===== src/common/uia_regs.svh =====
// Purpose: Offsets, field positions, reset values and sizes of the user input block
// Assumes: Word addressed register port, one register per address
// Notes:   Included by its bare name
//
// Overview of operation
// - Closed-or-virtual-off mode asserts when contact closed or virtual input off.
// - Open-or-virtual-on mode asserts when contact open or virtual input on.
// - Open-or-virtual-off mode asserts when contact open or virtual input off.
// - Closed-xor-virtual-on asserts when exactly one of closed, virtual on holds.
// - Closed-xor-virtual-off asserts when exactly one of closed, virtual off holds.
// - Open-xor-virtual-on asserts when exactly one of open, virtual on holds.
// - Open-xor-virtual-off asserts when exactly one of open, virtual off holds.
// - Asserted alarm shows its message, label choice, and drives auxiliary relay 3 and LED.
// - Alarm deassert removes message and relay 3 drive without any reset.
// - Every assertion logs an event naming the invoked function.
// - Control type drives relay 3 like alarm, but no message and no alarm LED.
// - Trip type drives trip relay 1 and LED plus relay 3 and LED.
// - Trip message and trip status LED stay latched until a reset command given while the trip is deasserted.
// - Virtual-only functions 15 to 20 support virtual on and virtual off modes.
// - Pure virtual modes ignore the contact input entirely.
`ifndef UIA_REGS_SVH
`define UIA_REGS_SVH

`define UIA_NUM_FUNC       20
`define UIA_NUM_CONTACT    14

`define UIA_CFG_BASE       8'h00
`define UIA_CFG_LAST       8'h13
`define UIA_VIRT_OFS       8'h20
`define UIA_CMD_OFS        8'h21
`define UIA_STAT_OFS       8'h22
`define UIA_LATCH_OFS      8'h23
`define UIA_CONT_OFS       8'h24

`define UIA_CFG_MODE_LSB   0
`define UIA_CFG_MODE_MSB   3
`define UIA_CFG_KIND_LSB   4
`define UIA_CFG_KIND_MSB   5
`define UIA_CFG_NAME_BIT   6
`define UIA_CFG_MSB        6
`define UIA_CMD_RESET_BIT  0

`define UIA_CFG_RST        7'h00
`define UIA_VIRT_RST       20'h00000
`define UIA_CONT_RST       14'h0000

`endif


===== src/common/uia_pkg.sv =====
// Purpose: Types of the user input block
// Assumes: Used with package scope, never imported
// Notes:   Mode code 4'b1111 is illegal and never asserts
package uia_pkg;

   typedef enum logic [3:0]
   {
      MODE_OFF          = 4'b0000,
      MODE_V_ON         = 4'b0001,
      MODE_V_OFF        = 4'b0010,
      MODE_CLOSED_A_VON = 4'b0011,
      MODE_CLOSED_A_VOF = 4'b0100,
      MODE_OPEN_A_VON   = 4'b0101,
      MODE_OPEN_A_VOF   = 4'b0110,
      MODE_CLOSED_O_VON = 4'b0111,
      MODE_CLOSED_O_VOF = 4'b1000,
      MODE_OPEN_O_VON   = 4'b1001,
      MODE_OPEN_O_VOF   = 4'b1010,
      MODE_CLOSED_X_VON = 4'b1011,
      MODE_CLOSED_X_VOF = 4'b1100,
      MODE_OPEN_X_VON   = 4'b1101,
      MODE_OPEN_X_VOF   = 4'b1110
   } uia_mode_t;

   typedef enum logic [1:0]
   {
      KIND_OFF     = 2'b00,
      KIND_ALARM   = 2'b01,
      KIND_CONTROL = 2'b10,
      KIND_TRIP    = 2'b11
   } uia_kind_t;

endpackage


===== src/verilog/uia_top.sv =====
// Purpose: Assertion logic of the programmable user inputs
// Assumes: Contacts come from pins; register port on the system clock
// Notes:   Functions 15 to 20 have no contact and accept virtual modes only
`timescale 1ns/1ps
`include "uia_regs.svh"

module uia_top
(
   input  wire logic                          i_clk_sys,
   input  wire logic                          i_sys_rst,
   input  wire logic [`UIA_NUM_CONTACT-1:0]   i_contact_closed,
   input  wire logic [7:0]                    i_addr,
   input  wire logic [31:0]                   i_wdata,
   input  wire logic                          i_wr,
   input  wire logic                          i_rd,
   output logic      [31:0]                   o_rdata,
   output logic                               o_aux3_relay,
   output logic                               o_aux3_led,
   output logic                               o_alarm_led,
   output logic                               o_trip1_relay,
   output logic                               o_trip1_led,
   output logic                               o_trip_status_led,
   output logic      [`UIA_NUM_FUNC-1:0]      o_diag_msg,
   output logic      [`UIA_NUM_FUNC-1:0]      o_diag_custom,
   output logic                               o_event_valid,
   output logic      [4:0]                    o_event_id
);

   // Combining logic of one function
   function automatic logic uia_eval
   (
      input uia_pkg::uia_mode_t mode,
      input logic               closed,
      input logic               von,
      input logic               has_contact
   );
      logic r;
      r = 1'b0;
      unique case (mode)
         uia_pkg::MODE_OFF:          r = 1'b0;
         uia_pkg::MODE_V_ON:         r = von;
         uia_pkg::MODE_V_OFF:        r = !von;
         uia_pkg::MODE_CLOSED_A_VON: r = has_contact && closed && von;
         uia_pkg::MODE_CLOSED_A_VOF: r = has_contact && closed && !von;
         uia_pkg::MODE_OPEN_A_VON:   r = has_contact && !closed && von;
         uia_pkg::MODE_OPEN_A_VOF:   r = has_contact && !closed && !von;
         uia_pkg::MODE_CLOSED_O_VON: r = has_contact && (closed || von);
         uia_pkg::MODE_CLOSED_O_VOF: r = has_contact && (closed || !von);
         uia_pkg::MODE_OPEN_O_VON:   r = has_contact && (!closed || von);
         uia_pkg::MODE_OPEN_O_VOF:   r = has_contact && (!closed || !von);
         uia_pkg::MODE_CLOSED_X_VON: r = has_contact && (closed ^ von);
         uia_pkg::MODE_CLOSED_X_VOF: r = has_contact && (closed ^ !von);
         uia_pkg::MODE_OPEN_X_VON:   r = has_contact && (!closed ^ von);
         uia_pkg::MODE_OPEN_X_VOF:   r = has_contact && (!closed ^ !von);
         default:                    r = 1'b0;
      endcase
      return r;
   endfunction

   // Configuration address decode
   function automatic logic uia_cfg_hit
   (
      input logic [7:0] addr
   );
      return (addr >= `UIA_CFG_BASE) && (addr <= `UIA_CFG_LAST);
   endfunction

   // Contact synchroniser and filter
   logic [`UIA_NUM_CONTACT-1:0] sync1;
   logic [`UIA_NUM_CONTACT-1:0] sync2;
   logic [`UIA_NUM_CONTACT-1:0] sync3;
   logic [`UIA_NUM_CONTACT-1:0] contact;
   logic [`UIA_NUM_CONTACT-1:0] next_sync1;
   logic [`UIA_NUM_CONTACT-1:0] next_sync2;
   logic [`UIA_NUM_CONTACT-1:0] next_sync3;
   logic [`UIA_NUM_CONTACT-1:0] next_contact;
   logic [`UIA_NUM_CONTACT-1:0] agree;

   always_comb
   begin
      next_sync1   = i_contact_closed;
      next_sync2   = sync1;
      next_sync3   = sync2;
      agree        = ~(sync2 ^ sync3);
      next_contact = (sync3 & agree) | (contact & ~agree);
   end

   always_ff @(posedge i_clk_sys)
   begin
      if (i_sys_rst)
      begin
         sync1   <= `UIA_CONT_RST;
         sync2   <= `UIA_CONT_RST;
         sync3   <= `UIA_CONT_RST;
         contact <= `UIA_CONT_RST;
      end
      else
      begin
         sync1   <= next_sync1;
         sync2   <= next_sync2;
         sync3   <= next_sync3;
         contact <= next_contact;
      end
   end

   // Software registers
   logic [`UIA_CFG_MSB:0]    cfg      [0:`UIA_NUM_FUNC-1];
   logic [`UIA_CFG_MSB:0]    next_cfg [0:`UIA_NUM_FUNC-1];
   logic [`UIA_NUM_FUNC-1:0] virt;
   logic [`UIA_NUM_FUNC-1:0] next_virt;
   logic                     reset_cmd;

   always_comb
   begin
      for (int i = 0; i < `UIA_NUM_FUNC; i++)
      begin
         next_cfg[i] = cfg[i];
      end
      next_virt = virt;
      reset_cmd = 1'b0;
      if (i_wr)
      begin
         if (uia_cfg_hit(i_addr))
         begin
            next_cfg[i_addr[4:0]] = i_wdata[`UIA_CFG_MSB:0];
         end
         if (i_addr == `UIA_VIRT_OFS)
         begin
            next_virt = i_wdata[`UIA_NUM_FUNC-1:0];
         end
         if (i_addr == `UIA_CMD_OFS)
         begin
            reset_cmd = i_wdata[`UIA_CMD_RESET_BIT];
         end
      end
   end

   always_ff @(posedge i_clk_sys)
   begin
      if (i_sys_rst)
      begin
         for (int i = 0; i < `UIA_NUM_FUNC; i++)
         begin
            cfg[i] <= `UIA_CFG_RST;
         end
         virt <= `UIA_VIRT_RST;
      end
      else
      begin
         for (int i = 0; i < `UIA_NUM_FUNC; i++)
         begin
            cfg[i] <= next_cfg[i];
         end
         virt <= next_virt;
      end
   end

   // Per function evaluation
   logic [`UIA_NUM_FUNC-1:0] closed_vec;
   logic [`UIA_NUM_FUNC-1:0] is_alarm;
   logic [`UIA_NUM_FUNC-1:0] is_trip;
   logic [`UIA_NUM_FUNC-1:0] name_set;
   logic [`UIA_NUM_FUNC-1:0] asserted;
   logic [`UIA_NUM_FUNC-1:0] latch;
   logic [`UIA_NUM_FUNC-1:0] pend;
   logic [`UIA_NUM_FUNC-1:0] next_asserted;
   logic [`UIA_NUM_FUNC-1:0] next_latch;
   logic [`UIA_NUM_FUNC-1:0] next_pend;
   logic [`UIA_NUM_FUNC-1:0] grant;
   logic [4:0]               grant_id;
   logic                     next_ev_valid;
   logic [4:0]               next_ev_id;
   logic                     next_aux3;
   logic                     next_alarm_led;
   logic                     next_trip1;
   logic                     next_trip_stat;
   logic [`UIA_NUM_FUNC-1:0] next_diag;
   logic [`UIA_NUM_FUNC-1:0] next_custom;
   uia_pkg::uia_mode_t       mode;
   uia_pkg::uia_kind_t       kind;
   logic                     has_contact;

   always_comb
   begin
      mode        = uia_pkg::MODE_OFF;
      kind        = uia_pkg::KIND_OFF;
      has_contact = 1'b0;
      closed_vec  = {{(`UIA_NUM_FUNC-`UIA_NUM_CONTACT){1'b0}}, contact};
      for (int i = 0; i < `UIA_NUM_FUNC; i++)
      begin
         mode = uia_pkg::uia_mode_t'(cfg[i][`UIA_CFG_MODE_MSB:`UIA_CFG_MODE_LSB]);
         kind = uia_pkg::uia_kind_t'(cfg[i][`UIA_CFG_KIND_MSB:`UIA_CFG_KIND_LSB]);
         has_contact = (i < `UIA_NUM_CONTACT);
         is_alarm[i] = (kind == uia_pkg::KIND_ALARM);
         is_trip[i]  = (kind == uia_pkg::KIND_TRIP);
         name_set[i] = cfg[i][`UIA_CFG_NAME_BIT];
         next_asserted[i] = (kind != uia_pkg::KIND_OFF)
                            && uia_eval(mode, closed_vec[i], virt[i], has_contact);
      end
      // Trip latch, a trip already registered as asserted wins over the reset command
      next_latch = (latch & ~{`UIA_NUM_FUNC{reset_cmd}}) | (asserted & is_trip);
      // Event queue, lowest number first
      grant    = '0;
      grant_id = 5'h00;
      for (int i = `UIA_NUM_FUNC - 1; i >= 0; i--)
      begin
         if (pend[i])
         begin
            grant    = '0;
            grant[i] = 1'b1;
            grant_id = 5'(i);
         end
      end
      next_pend     = (pend & ~grant) | (next_asserted & ~asserted);
      next_ev_valid = |pend;
      next_ev_id    = grant_id;
      next_aux3      = |asserted;
      next_alarm_led = |(asserted & is_alarm);
      next_trip1     = |(asserted & is_trip);
      next_trip_stat = |next_latch;
      next_diag      = (asserted & is_alarm) | next_latch;
      next_custom    = next_diag & name_set;
   end

   always_ff @(posedge i_clk_sys)
   begin
      if (i_sys_rst)
      begin
         asserted          <= '0;
         latch             <= '0;
         pend              <= '0;
         o_event_valid     <= 1'b0;
         o_event_id        <= 5'h00;
         o_aux3_relay      <= 1'b0;
         o_aux3_led        <= 1'b0;
         o_alarm_led       <= 1'b0;
         o_trip1_relay     <= 1'b0;
         o_trip1_led       <= 1'b0;
         o_trip_status_led <= 1'b0;
         o_diag_msg        <= '0;
         o_diag_custom     <= '0;
      end
      else
      begin
         asserted          <= next_asserted;
         latch             <= next_latch;
         pend              <= next_pend;
         o_event_valid     <= next_ev_valid;
         o_event_id        <= next_ev_id;
         o_aux3_relay      <= next_aux3;
         o_aux3_led        <= next_aux3;
         o_alarm_led       <= next_alarm_led;
         o_trip1_relay     <= next_trip1;
         o_trip1_led       <= next_trip1;
         o_trip_status_led <= next_trip_stat;
         o_diag_msg        <= next_diag;
         o_diag_custom     <= next_custom;
      end
   end

   // Read port, one cycle latency
   logic [31:0] next_rdata;

   always_comb
   begin
      next_rdata = 32'h00000000;
      if (i_rd)
      begin
         if (uia_cfg_hit(i_addr))
         begin
            next_rdata = {25'h0000000, cfg[i_addr[4:0]]};
         end
         else if (i_addr == `UIA_VIRT_OFS)
         begin
            next_rdata = {12'h000, virt};
         end
         else if (i_addr == `UIA_STAT_OFS)
         begin
            next_rdata = {12'h000, asserted};
         end
         else if (i_addr == `UIA_LATCH_OFS)
         begin
            next_rdata = {12'h000, latch};
         end
         else if (i_addr == `UIA_CONT_OFS)
         begin
            next_rdata = {18'h00000, contact};
         end
      end
   end

   always_ff @(posedge i_clk_sys)
   begin
      if (i_sys_rst)
      begin
         o_rdata <= 32'h00000000;
      end
      else
      begin
         o_rdata <= next_rdata;
      end
   end

endmodule


===== config.mk =====
export PLATFORM = sky130hd
export DESIGN_NAME = uia_top
export DESIGN_NICKNAME = d
export VERILOG_FILES = /design/src/common/uia_pkg.sv /design/src/verilog/uia_top.sv
export VERILOG_INCLUDE_DIRS = /design/src /design/src/common
export SDC_FILE = /design/constraint.sdc
export NUM_CORES = 1
export LEC_CHECK = 0
export BUFFER_PORTS_ARGS = -buffer_cell sky130_fd_sc_hd__clkbuf_2
export CORE_MARGIN = 1.5
export CORE_UTILIZATION = 55
export CTS_CLUSTER_SIZE = 28
export DETAILED_ROUTE_END_ITERATION = 7
export HOLD_SLACK_MARGIN = 0.08
export PLACE_DENSITY_LB_ADDON = 0.3
export SLEW_MARGIN = 40
export SYNTH_ARGS = -nofsm -noshare
export SYNTH_HDL_FRONTEND = slang
export SYNTH_SLANG_ARGS = --single-unit

===== constraint.sdc =====
create_clock -name i_clk_sys -period 2.5 [get_ports i_clk_sys]
set_input_delay 0.375 -clock i_clk_sys [delete_from_list [all_inputs] [get_ports i_clk_sys]]
set_output_delay 0.375 -clock i_clk_sys [all_outputs]
set_load 0.02 [all_outputs]

==> metrics.txt <==
# TYPE chip_impl_metric gauge
chip_impl_metric{name="stdcell_area",unit="um^2"} 18000
chip_impl_metric{name="die_h",unit="um"} 172
chip_impl_metric{name="globalRouteOverflowTotal",unit=""} 0
chip_impl_metric{name="initialDrtViolationCount",unit=""} 1603
chip_impl_metric{name="synth-edff-count",unit=""} 0
chip_impl_metric{name="route.detailed.vias_per_inst",unit=""} 6.19
chip_impl_metric{name="area_share_of_the_largest_cell_type_after_synthesis",unit=""} 0.443
chip_impl_metric{name="seq_area",unit="um^2"} 6930
chip_impl_metric{name="layout_min_cycle_time",unit="ns"} 2.18
chip_impl_metric{name="grt_max_degree",unit=""} 137
chip_impl_metric{name="power.density",unit="nW/um^2"} 648
chip_impl_metric{name="finalHoldViolations",unit=""} 0
chip_impl_metric{name="dpl-instance-area",unit="um^2"} 16500
chip_impl_metric{name="via_count",unit=""} 14035
chip_impl_metric{name="timing.final.max_slew_violations",unit=""} 0
chip_impl_info{name="post_synth_most_frequent_cells",value="346 x sky130_fd_sc_hd__dfxtp_1, 213 x sky130_fd_sc_hd__nand2_1, 177 x sky130_fd_sc_hd__a21oi_1, 174 x sky130_fd_sc_hd__nor2_1, 114 x sky130_fd_sc_hd__mux2i_1"} 1
chip_impl_metric{name="ys.warnings.count",unit=""} 0
chip_impl_metric{name="num-fill-cells",unit=""} 2287
chip_impl_info{name="clock_tree.root_cell",value="sky130_fd_sc_hd__clkbuf_16"} 1
chip_impl_metric{name="first_pass_grt_wire_length",unit="mm"} 72.4
chip_impl_metric{name="cap_viol_max_count",unit=""} 0
chip_impl_metric{name="die_w",unit="um"} 172
chip_impl_info{name="result_of_the_run",value="finished, final reports clean"} 1
chip_impl_info{name="hold_path_class",value="input port to flip-flop"} 1
chip_impl_metric{name="required",unit="ns"} 2.84
chip_impl_metric{name="postCtsSetupBuffers",unit=""} 0
chip_impl_metric{name="grt_pass1_vias",unit=""} 12548
chip_impl_metric{name="worst_slew_pin_slew",unit="ns"} 0.766
chip_impl_metric{name="htree_levels",unit=""} 2
chip_impl_metric{name="overall_fraction_of_global_route_tracks_in_use",unit=""} 0.324
chip_impl_metric{name="insertion_delay",unit="ns"} 0.52
chip_impl_metric{name="timing.hold.worst_path_depth",unit=""} 2
chip_impl_metric{name="number_of_antenna_violations_at_the_first_check_in_global_routing",unit=""} 1
chip_impl_metric{name="antenna_violating_nets_post_route",unit=""} 0
chip_impl_metric{name="asyncSetResetFlopFracSynth",unit=""} 0
chip_impl_metric{name="average_wire_per_cell_in_the_routed_design",unit="um"} 21.0
chip_impl_metric{name="finalSetupViolations",unit=""} 0
chip_impl_metric{name="cts_inserted_buffers",unit=""} 37
chip_impl_metric{name="peakVddDrop",unit="mV"} 0.496
chip_impl_metric{name="layout.cells.non_filler",unit=""} 2269
chip_impl_metric{name="drcViolationCount",unit=""} 0
chip_impl_info{name="post_synth_main_area_contributors",value="sky130_fd_sc_hd__dfxtp_1 44%, sky130_fd_sc_hd__mux2i_1 7.3%, sky130_fd_sc_hd__a21oi_1 5.7%"} 1
chip_impl_metric{name="crit_fanout",unit=""} 11
chip_impl_metric{name="syn-instance-count",unit=""} 1782
chip_impl_metric{name="i_o_pins",unit=""} 142
chip_impl_metric{name="yosys.cell_types.count",unit=""} 77
chip_impl_metric{name="numClockSinks",unit=""} 346
chip_impl_metric{name="share_of_cells_above_drive_strength_1",unit=""} 0.158
chip_impl_info{name="synth_top_flop_cell",value="sky130_fd_sc_hd__dfxtp_1"} 1
chip_impl_metric{name="max_freq",unit="MHz"} 458
chip_impl_metric{name="floorplan.core_area",unit="um^2"} 27900
chip_impl_metric{name="fin_crit_sh",unit=""} 0.873
chip_impl_metric{name="synthesis.area_per_instance",unit="um^2"} 8.77
chip_impl_metric{name="die_area",unit="um^2"} 29400
chip_impl_metric{name="power.leakage",unit="nW"} 6.46
chip_impl_metric{name="syn-cell-area",unit="um^2"} 15600
chip_impl_info{name="unrepaired_setup_endpoints_after_global_routing",value="no"} 1
chip_impl_metric{name="setup-tns-final",unit="ns"} 0
chip_impl_metric{name="cts.repair.resized",unit=""} 0
chip_impl_metric{name="reg2regPathDepth",unit=""} 5
chip_impl_info{name="timing.critical_path.to_type",value="flip-flop"} 1
chip_impl_metric{name="layout.nets",unit=""} 1921
chip_impl_metric{name="synth-seq-area-share",unit=""} 0.443
chip_impl_metric{name="finClkSkew",unit="ns"} 0.0170
chip_impl_metric{name="postCtsHoldBufs",unit=""} 19
chip_impl_metric{name="ys_ff_latch",unit=""} 346
chip_impl_metric{name="placementRows",unit=""} 61
chip_impl_info{name="synthDominantAreaCellType",value="sky130_fd_sc_hd__dfxtp_1"} 1
chip_impl_info{name="clock_tree_from_tritoncts",value="yes"} 1
chip_impl_metric{name="cts-root-to-sink-buffers",unit=""} 3
chip_impl_metric{name="io_buffer_count",unit=""} 117
chip_impl_metric{name="max_slew_headroom_at_the_worst_pin",unit=""} 0.476
chip_impl_metric{name="clk_pin_slew",unit="ns"} 0.06
chip_impl_info{name="yosysMostFrequentCell",value="sky130_fd_sc_hd__dfxtp_1"} 1
chip_impl_info{name="start_kind",value="flip-flop"} 1
chip_impl_metric{name="gpl_wtd_cong",unit=""} 0.990
chip_impl_metric{name="firstDrtPassIters",unit=""} 6
chip_impl_info{name="crit_type",value="flip-flop to flip-flop"} 1
chip_impl_metric{name="drt_wl_total",unit="mm"} 47.7
chip_impl_metric{name="dp.cells",unit=""} 2183
chip_impl_metric{name="start_util",unit=""} 0.561
chip_impl_metric{name="cp.arrival",unit="ns"} 2.52
chip_impl_metric{name="flow.area_growth_from_synthesis",unit="%"} 14.9
chip_impl_metric{name="combined_area_of_the_multi_input_logic_cells",unit="um^2"} 7980
chip_impl_metric{name="worst_hold_slack",unit="ns"} 0.0870
chip_impl_metric{name="post-route-util",unit=""} 0.645
chip_impl_metric{name="detailedPlacementHpwl",unit="mm"} 34.4
logic make-up (layout without fill, tap and decap cells):
logic type,Yosys count,in the layout,synth area share
other,1,13,0.000240
AOI/OAI and AO/OA,408,408,0.160
DFF,346,346,0.443
and+or+nand+nor,696,696,0.223
buffers and inverters,180,277,0.0490
muxes,149,149,0.123
xor gates and xnor gates,2,2,0.00112
area by class of cell:
type,count,share of cell area
clock inverters,17,0.0119
diodes,1,0.000139
multi-input cells,1267,0.444
clock buffers,49,0.0574
flip-flops and latches,346,0.386
well taps,378,0.0263
inverters,28,0.00585
repair buffers,183,0.0682
registers in the layout, indices dropped and copies added (netlist names), named ones only:
name / flops
asserted: 20
cfg: 140
latch: 20
next_sync2: 14
next_sync3: 14
o_alarm_led: 1
o_aux3_led: 1
o_diag_custom: 20
o_diag_msg: 20
o_event_id: 5
o_event_valid: 1
o_rdata: 20
o_trip1_led: 1
o_trip_status_led: 1
pend: 20
sync3: 14
virt: 20
cells in the final DEF, fill, tap and decap left out, drive strengths merged, types with 6 or more instances in the layout:
cell type,n
dfxtp,346
nand2,213
nor2,182
a21oi,177
clkbuf,164
mux2i,114
nand3,88
o21ai,77
buf,49
nor2b,48
mux4,35
nor3,34
inv,31
and2,30
o22ai,22
dlygate4sd3,19
nor3b,16
nor4,16
nand2b,15
or3b,14
o21a,13
o31ai,12
conb,12
a31oi,10
nor4b,10
a211o,9
a211oi,8
nand4,8
a2111oi,8
a311oi,7
nand3b,7
a22oi,7
clkinv,6
where the power goes:
part	internal [mW]	leakage [nW]	switching [mW]
logic	0.158	3.06	0.321
clock network	3.34	0.601	2.27
registers	5.54	2.79	0.0168
total	9.04	6.46	2.60
final timing paths:
check	start	slack, ns	endpoint
max reg2reg	cfg[0][3]$_SDFFE_PP0P_	0.32	pend[0]$_SDFF_PP0_
max	cfg[0][3]$_SDFFE_PP0P_	0.32	pend[0]$_SDFF_PP0_
min	i_contact_closed[0]	0.09	next_sync2[0]$_SDFF_PP0_
min reg2reg	next_sync2[1]$_SDFF_PP0_	0.43	next_sync3[1]$_SDFF_PP0_
critical path: stages, from the launching register on:
cell and delay, ns:
sky130_fd_sc_hd__dfxtp_1 0.56, sky130_fd_sc_hd__xor2_1 0.11, sky130_fd_sc_hd__a211oi_1 0.22, sky130_fd_sc_hd__o21ai_0 0.11, sky130_fd_sc_hd__a31o_2 0.27, sky130_fd_sc_hd__a2111oi_0 0.72
stage by stage:
step / total power, mW / worst slack [ns]
2_1_floorplan: 5.97 / 0.607
3_5_place_dp: 6.13 / 0.174
5_1_grt: 11.9 / 0.269
4_1_cts: 11.7 / 0.378
6_report: 11.6 / 0.317
3_3_place_gp: 6.12 / 0.214
per-layer routing:
metal / global-route usage / share of wire / up-vias / wire, um
met2: 0.482 / 0.43 / 815 / 20800
met4: 0.124 / 0.034 / 0 / 1620
li1: - / - / 6473 / -
met5: 0 / 0 / - / 0
met1: 0.468 / 0.43 / 6645 / 20300
met3: 0.0552 / 0.11 / 102 / 5060
No activity file was read; power rests on OpenSTA's default activity.
